<file path="config.mk">
export PLATFORM = sky130hd
export DESIGN_NAME = meter_mode_gain_config
export DESIGN_NICKNAME = d
export VERILOG_FILES = /design/src/meter_cfg_pkg.sv /design/src/gain_decode.sv /design/src/nominal_volt_mux.sv /design/src/meter_mode_gain_config.sv
export SDC_FILE = /design/constraint.sdc
export NUM_CORES = 1
export LEC_CHECK = 0
export ABC_AREA = 1
export BUFFER_PORTS_ARGS = -buffer_cell sky130_fd_sc_hd__buf_2
export CAP_MARGIN = 20
export CORE_ASPECT_RATIO = 0.8
export CORE_MARGIN = 2
export CORE_UTILIZATION = 45
export DETAILED_ROUTE_END_ITERATION = 10
export PLACE_DENSITY = 0.85
export SLEW_MARGIN = 30
export SYNTH_ARGS = -nofsm -noshare
export SYNTH_HDL_FRONTEND = slang
export SYNTH_SLANG_ARGS = --single-unit
</file>
<file path="constraint.sdc">
create_clock -name clk -period 1.3 [get_ports clk]
set_input_delay 0.26 -clock clk [delete_from_list [all_inputs] [get_ports clk]]
set_output_delay 0.26 -clock clk [all_outputs]
set_load 0.005 [all_outputs]
</file>
<file path="src/meter_cfg_pkg.sv">
/*
  Shared constants and types for the metering configuration bank:
  register offsets, field positions, reset values, gain and angle encodings.
  Assumes a 16-bit register port driven by the host serial interface.
*/
package meter_cfg_pkg;

  localparam int          REG_W              = 16;
  localparam int          ADDR_W             = 16;
  localparam logic [15:0] COMP_MODE_ADDR     = 16'he60e;
  localparam logic [15:0] CHAN_GAIN_ADDR     = 16'he60f;

  // Computation mode fields
  localparam int          TERM_SEL_LSB       = 0;
  localparam int          TERM_SEL_W         = 9;
  localparam int          ANGLE_SEL_LSB      = 9;
  localparam int          NOM_A_BIT          = 11;
  localparam int          NOM_B_BIT          = 12;
  localparam int          NOM_C_BIT          = 13;
  localparam int          LINE_FREQ_BIT      = 14;
  localparam int          COMP_RSVD_BIT      = 15;
  localparam logic [15:0] COMP_MODE_RESET    = 16'h01ff;
  localparam logic [15:0] COMP_MODE_WMASK    = 16'h7fff;

  // Gain fields
  localparam int          I_GAIN_LSB         = 0;
  localparam int          N_GAIN_LSB         = 3;
  localparam int          V_GAIN_LSB         = 6;
  localparam logic [15:0] CHAN_GAIN_RESET    = 16'h0000;
  localparam logic [15:0] CHAN_GAIN_WMASK    = 16'h01ff;
  localparam logic [15:0] NEUTRAL_FIELD_MASK = 16'h0038;

  localparam int          NOM_VOLT_W         = 24;

  typedef enum logic [1:0] {
    ANGLE_VOLT_CURR = 2'h0,
    ANGLE_VOLT_ONLY = 2'h1,
    ANGLE_CURR_ONLY = 2'h2,
    ANGLE_NONE      = 2'h3
  } angle_sel_t;

  typedef enum logic [2:0] {
    GAIN_X1  = 3'h0,
    GAIN_X2  = 3'h1,
    GAIN_X4  = 3'h2,
    GAIN_X8  = 3'h3,
    GAIN_X16 = 3'h4
  } gain_code_t;

  // Effective settings handed to the datapath
  typedef struct packed {
    logic       angle_volt_curr;
    logic       angle_volt_volt;
    logic       angle_curr_curr;
    logic [2:0] nominal_sel;
    logic       line_freq_60;
    logic [8:0] term_sel;
  } mode_ctl_t;

  typedef struct packed {
    logic [4:0] phase_current_gain;
    logic [4:0] neutral_current_gain;
    logic [4:0] phase_voltage_gain;
  } gain_ctl_t;

endpackage : meter_cfg_pkg

</file>
<file path="src/gain_decode.sv">
/*
  Decodes a three-bit gain code into a one-hot shift select (x1..x16).
  Assumes the code comes from a register on the same clock.
*/
`timescale 1ns/10ps
module gain_decode
(
  input  wire logic [2:0] code,
  output logic      [4:0] onehot
);

  always_comb
  begin
    unique case (code)
      meter_cfg_pkg::GAIN_X2:  onehot = 5'h02;
      meter_cfg_pkg::GAIN_X4:  onehot = 5'h04;
      meter_cfg_pkg::GAIN_X8:  onehot = 5'h08;
      meter_cfg_pkg::GAIN_X16: onehot = 5'h10;
      // Reserved codes act exactly like gain 1
      default:                 onehot = 5'h01;
    endcase
  end

endmodule : gain_decode

</file>
<file path="src/nominal_volt_mux.sv">
/*
  Per-phase choice between measured rms voltage and the nominal value.
  Assumes measured rms and nominal value are on the same clock.
*/
`timescale 1ns/10ps
module nominal_volt_mux #(
  parameter int W = 24
)
(
  input  wire logic [2:0]     sel,
  input  wire logic [3*W-1:0] measured,
  input  wire logic [W-1:0]   nominal,
  output logic      [3*W-1:0] used
);

  for (genvar p = 0; p < 3; p++)
  begin : g_phase
    assign used[p*W +: W] = sel[p] ? nominal : measured[p*W +: W];
  end

endmodule : nominal_volt_mux

</file>
<file path="src/meter_mode_gain_config.sv">
/*
  Computation mode and channel gain configuration registers of the metering
  core, with decoded controls and per-phase voltage selection for the datapath.
  Assumes a same-clock host register port: one-cycle strobes, read data next cycle.
*/
// The plain strobed port was decided locally.
// Contract
// - Angle select 00 (the reset value) measures voltage-to-current angles per phase.
// - Angle select 01 measures angles between phase voltages only.
// - Angle select 10 measures angles between phase currents only.
// - Angle select 11 disables all angle measurement.
// - Phase A nominal enable substitutes the nominal voltage for every phase A rms use.
// - Phase B nominal enable substitutes the nominal voltage for every phase B rms use.
// - Phase C nominal enable substitutes the nominal voltage for every phase C rms use.
// - Mode bit 15 resets to zero and controls nothing.
// - Phase current gain codes 0..4 give x1..x16, codes 5..7 act as x1.
// - Neutral current gain codes 0..4 give x1..x16, codes 5..7 act as x1.
// - Without a neutral channel the neutral gain field stays 000.
// - Phase voltage gain codes 0..4 give x1..x16, codes 5..7 act as x1.
// - Gain bits 15:9 reset to zero and control nothing.
`timescale 1ns/10ps
module meter_mode_gain_config #(
  parameter bit HAS_NEUTRAL = 1'b1,
  parameter int NOM_W       = meter_cfg_pkg::NOM_VOLT_W
)
(
  input  wire logic                              clk,
  input  wire logic                              rst_n,
  input  wire logic [meter_cfg_pkg::ADDR_W-1:0]  addr,
  input  wire logic [meter_cfg_pkg::REG_W-1:0]   wdata,
  input  wire logic                              wr_strobe,
  input  wire logic                              rd_strobe,
  input  wire logic [3*NOM_W-1:0]                measured_rms,
  input  wire logic [NOM_W-1:0]                  nominal_voltage_value,
  output logic      [meter_cfg_pkg::REG_W-1:0]   rdata,
  output meter_cfg_pkg::mode_ctl_t               mode_ctl,
  output meter_cfg_pkg::gain_ctl_t               gain_ctl,
  output logic      [3*NOM_W-1:0]                rms_used
);

  ////////////////////////////////////////////////////////////////////////////
  // Register storage

  logic [15:0] computation_mode_cfg_reg;
  logic [15:0] computation_mode_cfg_next;
  logic [15:0] channel_gain_cfg_reg;
  logic [15:0] channel_gain_cfg_next;
  logic [15:0] rdata_reg;
  logic [15:0] rdata_next;
  logic        hit_mode;
  logic        hit_gain;
  logic [15:0] gain_keep_mask;

  assign hit_mode       = (addr == meter_cfg_pkg::COMP_MODE_ADDR);
  assign hit_gain       = (addr == meter_cfg_pkg::CHAN_GAIN_ADDR);
  // Neutral field is not writable on parts without a neutral channel
  assign gain_keep_mask = HAS_NEUTRAL ? meter_cfg_pkg::CHAN_GAIN_WMASK
                        : (meter_cfg_pkg::CHAN_GAIN_WMASK & ~meter_cfg_pkg::NEUTRAL_FIELD_MASK);

  always_comb
  begin
    computation_mode_cfg_next = computation_mode_cfg_reg;
    channel_gain_cfg_next     = channel_gain_cfg_reg;
    rdata_next                = 16'h0000;
    if (wr_strobe && hit_mode)
    begin
      // Bit 15 is never stored, so it stays zero
      computation_mode_cfg_next = wdata & meter_cfg_pkg::COMP_MODE_WMASK;
    end
    if (wr_strobe && hit_gain)
    begin
      channel_gain_cfg_next = wdata & gain_keep_mask;
    end
    if (rd_strobe)
    begin
      // Unmapped addresses read as zero
      if (hit_mode)
        rdata_next = computation_mode_cfg_reg;
      else if (hit_gain)
        rdata_next = channel_gain_cfg_reg;
    end
  end

  always_ff @(posedge clk)
  begin
    if (!rst_n)
    begin
      computation_mode_cfg_reg <= meter_cfg_pkg::COMP_MODE_RESET;
      channel_gain_cfg_reg     <= meter_cfg_pkg::CHAN_GAIN_RESET;
      rdata_reg                <= 16'h0000;
    end
    else
    begin
      computation_mode_cfg_reg <= computation_mode_cfg_next;
      channel_gain_cfg_reg     <= channel_gain_cfg_next;
      rdata_reg                <= rdata_next;
    end
  end

  assign rdata = rdata_reg;

  ////////////////////////////////////////////////////////////////////////////
  // Decoded controls, registered so the datapath sees clean levels

  meter_cfg_pkg::mode_ctl_t mode_ctl_reg;
  meter_cfg_pkg::mode_ctl_t mode_ctl_next;
  meter_cfg_pkg::gain_ctl_t gain_ctl_reg;
  meter_cfg_pkg::gain_ctl_t gain_ctl_next;
  meter_cfg_pkg::angle_sel_t angle_measure_select;
  logic [4:0]  i_gain_oh;
  logic [4:0]  n_gain_oh;
  logic [4:0]  v_gain_oh;

  assign angle_measure_select = meter_cfg_pkg::angle_sel_t'(
    computation_mode_cfg_reg[meter_cfg_pkg::ANGLE_SEL_LSB +: 2]);

  gain_decode u_i_gain
  (
    .code   (channel_gain_cfg_reg[meter_cfg_pkg::I_GAIN_LSB +: 3]),
    .onehot (i_gain_oh)
  );

  gain_decode u_n_gain
  (
    .code   (channel_gain_cfg_reg[meter_cfg_pkg::N_GAIN_LSB +: 3]),
    .onehot (n_gain_oh)
  );

  gain_decode u_v_gain
  (
    .code   (channel_gain_cfg_reg[meter_cfg_pkg::V_GAIN_LSB +: 3]),
    .onehot (v_gain_oh)
  );

  always_comb
  begin
    mode_ctl_next = '0;
    unique case (angle_measure_select)
      meter_cfg_pkg::ANGLE_VOLT_CURR: mode_ctl_next.angle_volt_curr = 1'b1;
      meter_cfg_pkg::ANGLE_VOLT_ONLY: mode_ctl_next.angle_volt_volt = 1'b1;
      meter_cfg_pkg::ANGLE_CURR_ONLY: mode_ctl_next.angle_curr_curr = 1'b1;
      meter_cfg_pkg::ANGLE_NONE:      mode_ctl_next.angle_volt_curr = 1'b0;
    endcase
    mode_ctl_next.nominal_sel  = computation_mode_cfg_reg[meter_cfg_pkg::NOM_C_BIT:meter_cfg_pkg::NOM_A_BIT];
    // Only meaningful on fundamental-only variants; passed through regardless
    mode_ctl_next.line_freq_60 = computation_mode_cfg_reg[meter_cfg_pkg::LINE_FREQ_BIT];
    mode_ctl_next.term_sel     = computation_mode_cfg_reg[meter_cfg_pkg::TERM_SEL_LSB +: meter_cfg_pkg::TERM_SEL_W];
    gain_ctl_next.phase_current_gain   = i_gain_oh;
    gain_ctl_next.neutral_current_gain = HAS_NEUTRAL ? n_gain_oh : 5'h01;
    gain_ctl_next.phase_voltage_gain   = v_gain_oh;
  end

  always_ff @(posedge clk)
  begin
    if (!rst_n)
    begin
      mode_ctl_reg <= '{angle_volt_curr: 1'b1, term_sel: 9'h1ff, default: '0};
      gain_ctl_reg <= '{5'h01, 5'h01, 5'h01};
    end
    else
    begin
      mode_ctl_reg <= mode_ctl_next;
      gain_ctl_reg <= gain_ctl_next;
    end
  end

  assign mode_ctl = mode_ctl_reg;
  assign gain_ctl = gain_ctl_reg;

  ////////////////////////////////////////////////////////////////////////////
  // Per-phase rms voltage substitution

  logic [3*NOM_W-1:0] rms_used_reg;
  logic [3*NOM_W-1:0] rms_used_next;

  nominal_volt_mux #(
    .W (NOM_W)
  ) u_nom_mux
  (
    .sel      (computation_mode_cfg_reg[meter_cfg_pkg::NOM_C_BIT:meter_cfg_pkg::NOM_A_BIT]),
    .measured (measured_rms),
    .nominal  (nominal_voltage_value),
    .used     (rms_used_next)
  );

  always_ff @(posedge clk)
  begin
    if (!rst_n)
      rms_used_reg <= '0;
    else
      rms_used_reg <= rms_used_next;
  end

  assign rms_used = rms_used_reg;
endmodule : meter_mode_gain_config

</file>
# Yosys cells after proc, flatten, opt, wreduce, memory -nomap -nowiden

Index checks and enable logic that the tools add are counted.

Equality and inequality tests: 16
Multiplexer cells: 11
Bitwise logic cells: 1
Reductions and logical operators: 5

Operator list:

| kind                                                 | count |
|---|---|
| two-way mux 24 bit                                   | 3 |
| one-hot mux 5 bit (4 select lines)                   | 3 |
| equality test 16 bit (second input constant)         | 2 |
| equality test 3 x 2 -> 1 bit (second input constant) | 6 |
| two-way mux 15 bit                                   | 1 |
| equality test 3 x 1 -> 1 bit (second input constant) | 3 |
| equality test 3 bit (second input constant)          | 3 |
| two-way mux 9 bit                                    | 1 |
| two-way mux 1 bit                                    | 3 |
| equality test 2 x 1 -> 1 bit (second input constant) | 1 |
| equality test 2 bit (second input constant)          | 1 |
| logical AND 1 bit                                    | 2 |
| logical NOT 2 bit                                    | 1 |
| AND reduction 2 bit                                  | 1 |
| OR reduction 2 bit                                   | 1 |
| inverter 1 bit                                       | 1 |

Bits in registers: 143
Output and inout bits: 119
Logic and storage cells: 47

# Logic depth before layout (Yosys ltp)

Depth in word-level cells: 3
Depth in mapped cells: 9
Depth with buffers taken out: 8

# Modules after synthesis

From an unflattened synthesis, not the netlist that was laid out.

Cells, all modules: 813
Area total of the unflattened synthesis: 5840.6 µm²

Modules (own cells, without submodules):

| module                 | instances | cells an instance | area each (µm²) | seq. area each (µm²) |
|---|---|---|---|---|
| meter_mode_gain_config | 1         | 546               | 4609.4          | 2842.7 |
| nominal_volt_mux       | 1         | 234               | 1092.3          | 0.0 |
| gain_decode            | 3         | 11                | 46.3            | 0.0 |

# Worst setup path after synthesis

Ideal clock, no wire load.

Path kind: input -> register
Start point: input port addr[7] (netlist name)
End point: register computation_mode_cfg_reg[0]
Library setup time: 0.122 ns
Arrival time: 1.047 ns
Slack: 0.131 ns
Stages: 7
Buffers on the path: 1
Cells stage by stage: nor2_1 > nand2_2 > nor2_4 > nand3_4 > buf_6 > nand2_1 > nand3_1

Word-level cells in the longest chain between the ends: 2

Ends and longest elaborated chain:

| item                 | RTL line                     | RTL |
|---|---|---|
| from (decl)          | meter_mode_gain_config.sv:29 | `input wire logic [meter_cfg_pkg::ADDR_W-1:0] addr,` |
| equality test 16 bit | meter_mode_gain_config.sv:54 | `assign hit_mode = (addr == meter_cfg_pkg::COMP_MODE_ADDR);` |
| logical AND 1 bit    | meter_mode_gain_config.sv:65 | `if (wr_strobe && hit_mode)` |
| to (signal assigned) | meter_mode_gain_config.sv:88 | `computation_mode_cfg_reg <= meter_cfg_pkg::COMP_MODE_RESET;` |
| to (signal assigned) | meter_mode_gain_config.sv:94 | `computation_mode_cfg_reg <= computation_mode_cfg_next;` |
| to (decl)            | meter_mode_gain_config.sv:44 | `logic [15:0] computation_mode_cfg_reg;` |

Every way passes these cells.
A chain may end at the register's enable or synchronous reset.

# Worst setup path in the final report

Start point: register rms_used_reg[59] (netlist: rms_used[59])
End point: output port rms_used[59]

RTL lines:

| item                   | RTL line                      | RTL |
|---|---|---|
| from (decl)            | meter_mode_gain_config.sv:173 | `logic [3*NOM_W-1:0] rms_used_reg;` |
| from (signal assigned) | meter_mode_gain_config.sv:191 | `rms_used_reg <= rms_used_next;` |
| to (decl)              | meter_mode_gain_config.sv:38  | `output logic [3*NOM_W-1:0] rms_used` |

No word-level cell between the ends.

==> reports/metrics.cfg <==
[synthesis]
syn_inst = 624
netlist_top_cells_count = nor2_1 (187), dfxtp_1 (142), o21ai_0 (73)
ys_types = 24
synth_flop_cell = dfxtp_1
netlist_area_um2 = 4980
synthTopCellsByArea = dfxtp_1 (57%), nor2_1 (14%), o21ai_0 (7.3%), nand2_1 (4.8%), inv_1 (2.7%)
synth_top_area_share_pct = 57.1
ys_warn_count = 0
synth-seq-cells = 142
synth_most_common_cell = nor2_1
yosysTopAreaCell = dfxtp_1
syn_area_per_cell_um2 = 7.98
synth_enable_flop_cells = 0
async_flop_share_pct = 0
syn_nets = 756
synth.yosys.seq_area_share_pct = 57.1

[detailed_routing]
wire_per_inst_um = 14.3
routed_via_density = 4.94
drt_iter0_drc = 336
vias = 5126
postRouteAntennaNets = 0
first_pass_iters = 5
wirelength_um = 14800
drcViolationCount = 0

[setup_path]
cp_slowest_stage_delay_ns = 0.33
path_delay_family = flip-flops
path_max_fanout = 1
worst_r2r_endpoint = rms_used[64]
worstRegToRegCells = 4
crit_chain = buf_2
worstPathArrival_ns = 0.84
cp_data_required_time_ns = 1.04
reg2reg_from = computation_mode_cfg_reg[13]
crit_path_top_delay_cell = dfxtp_1
ff2ff_setup_slack_ns = 0.28
critPathKind = flip-flop to output port
crit_path_start_kind = flip-flop
crit_buf_inv = 1
cp-end-kind = output port

[clock_network]
cts-buffers-inserted = 17
htree_num_levels = 4
cts_tree = yes
cts_buffer_depth = 2
postCtsHoldBufs = 0
numClockSinks = 142
clk_pin_slew_ns = 0.06
post-cts-setup-buffer-count = 0
clockRootBuffer = clkbuf_16
post_cts_resize_count = 0
worstSkewPairLatency_ns = 0.40

[power_and_ir_drop]
power_mw = 9.59
powerDensity_nw_per_um2 = 1360
p_sw_mw = 2.07
swShare_pct = 21.6
p_seq_share_pct = 46.9
power_frac_comb_pct = 6.2
irDropWorstVdd_uv = 987
intPower_mw = 7.52
p_leak_nw = 3.71
pwr-share-clk_pct = 46.9

[grt]
grt_pass1_vias = 4860
grt_pass1_wl_um = 23300
gr-total-overflow = 0
grt_max_degree = 59
antenna_found_initial = 0
grt_usage_pct = 25.1

[flow_run]
max_cap_violations = 0

[finish]
fin_cells = 1038
postLayoutCellArea_um2 = 7040
syn2layout_area_growth_pct = 41.4
insertedDiodeCount = 0
post-route-util_pct = 64.9
largest_reg_flops = 72
final_nets = 1015
drive_above_1_share_pct = 36.7

[hold_path]
holdPathStages = 3
min_from = measured_rms[35]
holdPathEnd = rms_used[35]
worstHoldPathType = input port to flip-flop

[die]
fp.dieH_um = 98.1
io_pins = 251
start_util_pct = 45.9
die_area_um2 = 11900
row_count = 34
core_area_um2 = 10800
die-width_um = 122

[placed_design]
place_area_um2 = 6480
dp_slack_ns = -0.179
port-buffer-count = 248
place_congestion = 0.861
hpwl_um = 10800
place_inst = 1008

[status]
status = completed

[sta]
finalCritPeriodShare_pct = 84.5
finalWorstSetupSlack_ns = 0.201
rsz0062_at_grt = no
fmax_mhz = 910
setup_viol = 0
hold_viol = 0
setup_tns_ns = 0
drv_slew = 0
fin_hold_ws_ns = 0.0962
skew_ns = 0.00967
min_period_ns = 1.10

[cell families after synthesis]
| family | after synthesis | share of synthesized area (%) |
|---|---|---|
| AND/OR/NAND/NOR | 322 | 28.1 |
| flip-flops | 142 | 57.1 |
| buffers and inverters | 77 | 6.53 |
| other | 1 | 0.0753 |
| AO/OA/AOI/OAI | 82 | 8.24 |
[cells in the final DEF (no fill, tap or decap), types with 4 or more instances in the layout]
master,count
clkinv_2,4
inv_1,36
buf_4,22
nand3_1,21
dfxtp_1,142
o21ai_0,73
a21oi_1,8
or2_2,9
buf_12,4
buf_2,248
nand4_1,16
clkbuf_16,17
inv_2,4
nor2_1,187
nand2_1,64
nor3_1,11
[cell type report]
type	count	area (um2)
Fill cell	939	3810
Sequential cell	142	2840
Multi-Input combinational cell	405	1810
Timing Repair Buffer	274	1490
Clock buffer	20	467
Tap cell	144	180
Inverter	43	161
Clock inverter	10	91.3
[how the worst max path moves through the flow]
stage / start / endpoint / slack [ns] / depth (start not counted)
global placement: addr[5] / channel_gain_cfg_reg[1] / -0.10 / 8
finish: rms_used[59] / rms_used[59] / 0.20 / 1
detailed placement: addr[5] / channel_gain_cfg_reg[1] / -0.18 / 8
CTS: rms_used[25] / rms_used[25] / 0.18 / 1
global route: addr[7] / channel_gain_cfg_reg[6] / 0.13 / 9
floorplan: addr[7] / computation_mode_cfg_reg[0] / 0.13 / 7
[metal layers]
layer / track usage, % / part of all wire (%) / vias up
met4: 11.0 / 2.4 / 0
met5: 0 / 0 / -
met3: 5.96 / 9.2 / 27
met1: 31.0 / 39 / 2315
met2: 42.0 / 49 / 293
li1: - / - / 2491
[power groups by stage]
stage	combinational, mW	sequential [mW]	clock, mW
5_1_grt	0.664	4.51	4.81
3_3_place_gp	0.581	4.59	0
3_5_place_dp	0.593	4.60	0
2_1_floorplan	0.173	4.62	0
6_report	0.596	4.50	4.49
4_1_cts	0.596	4.50	4.58
Power figures use the tool's default switching activity.
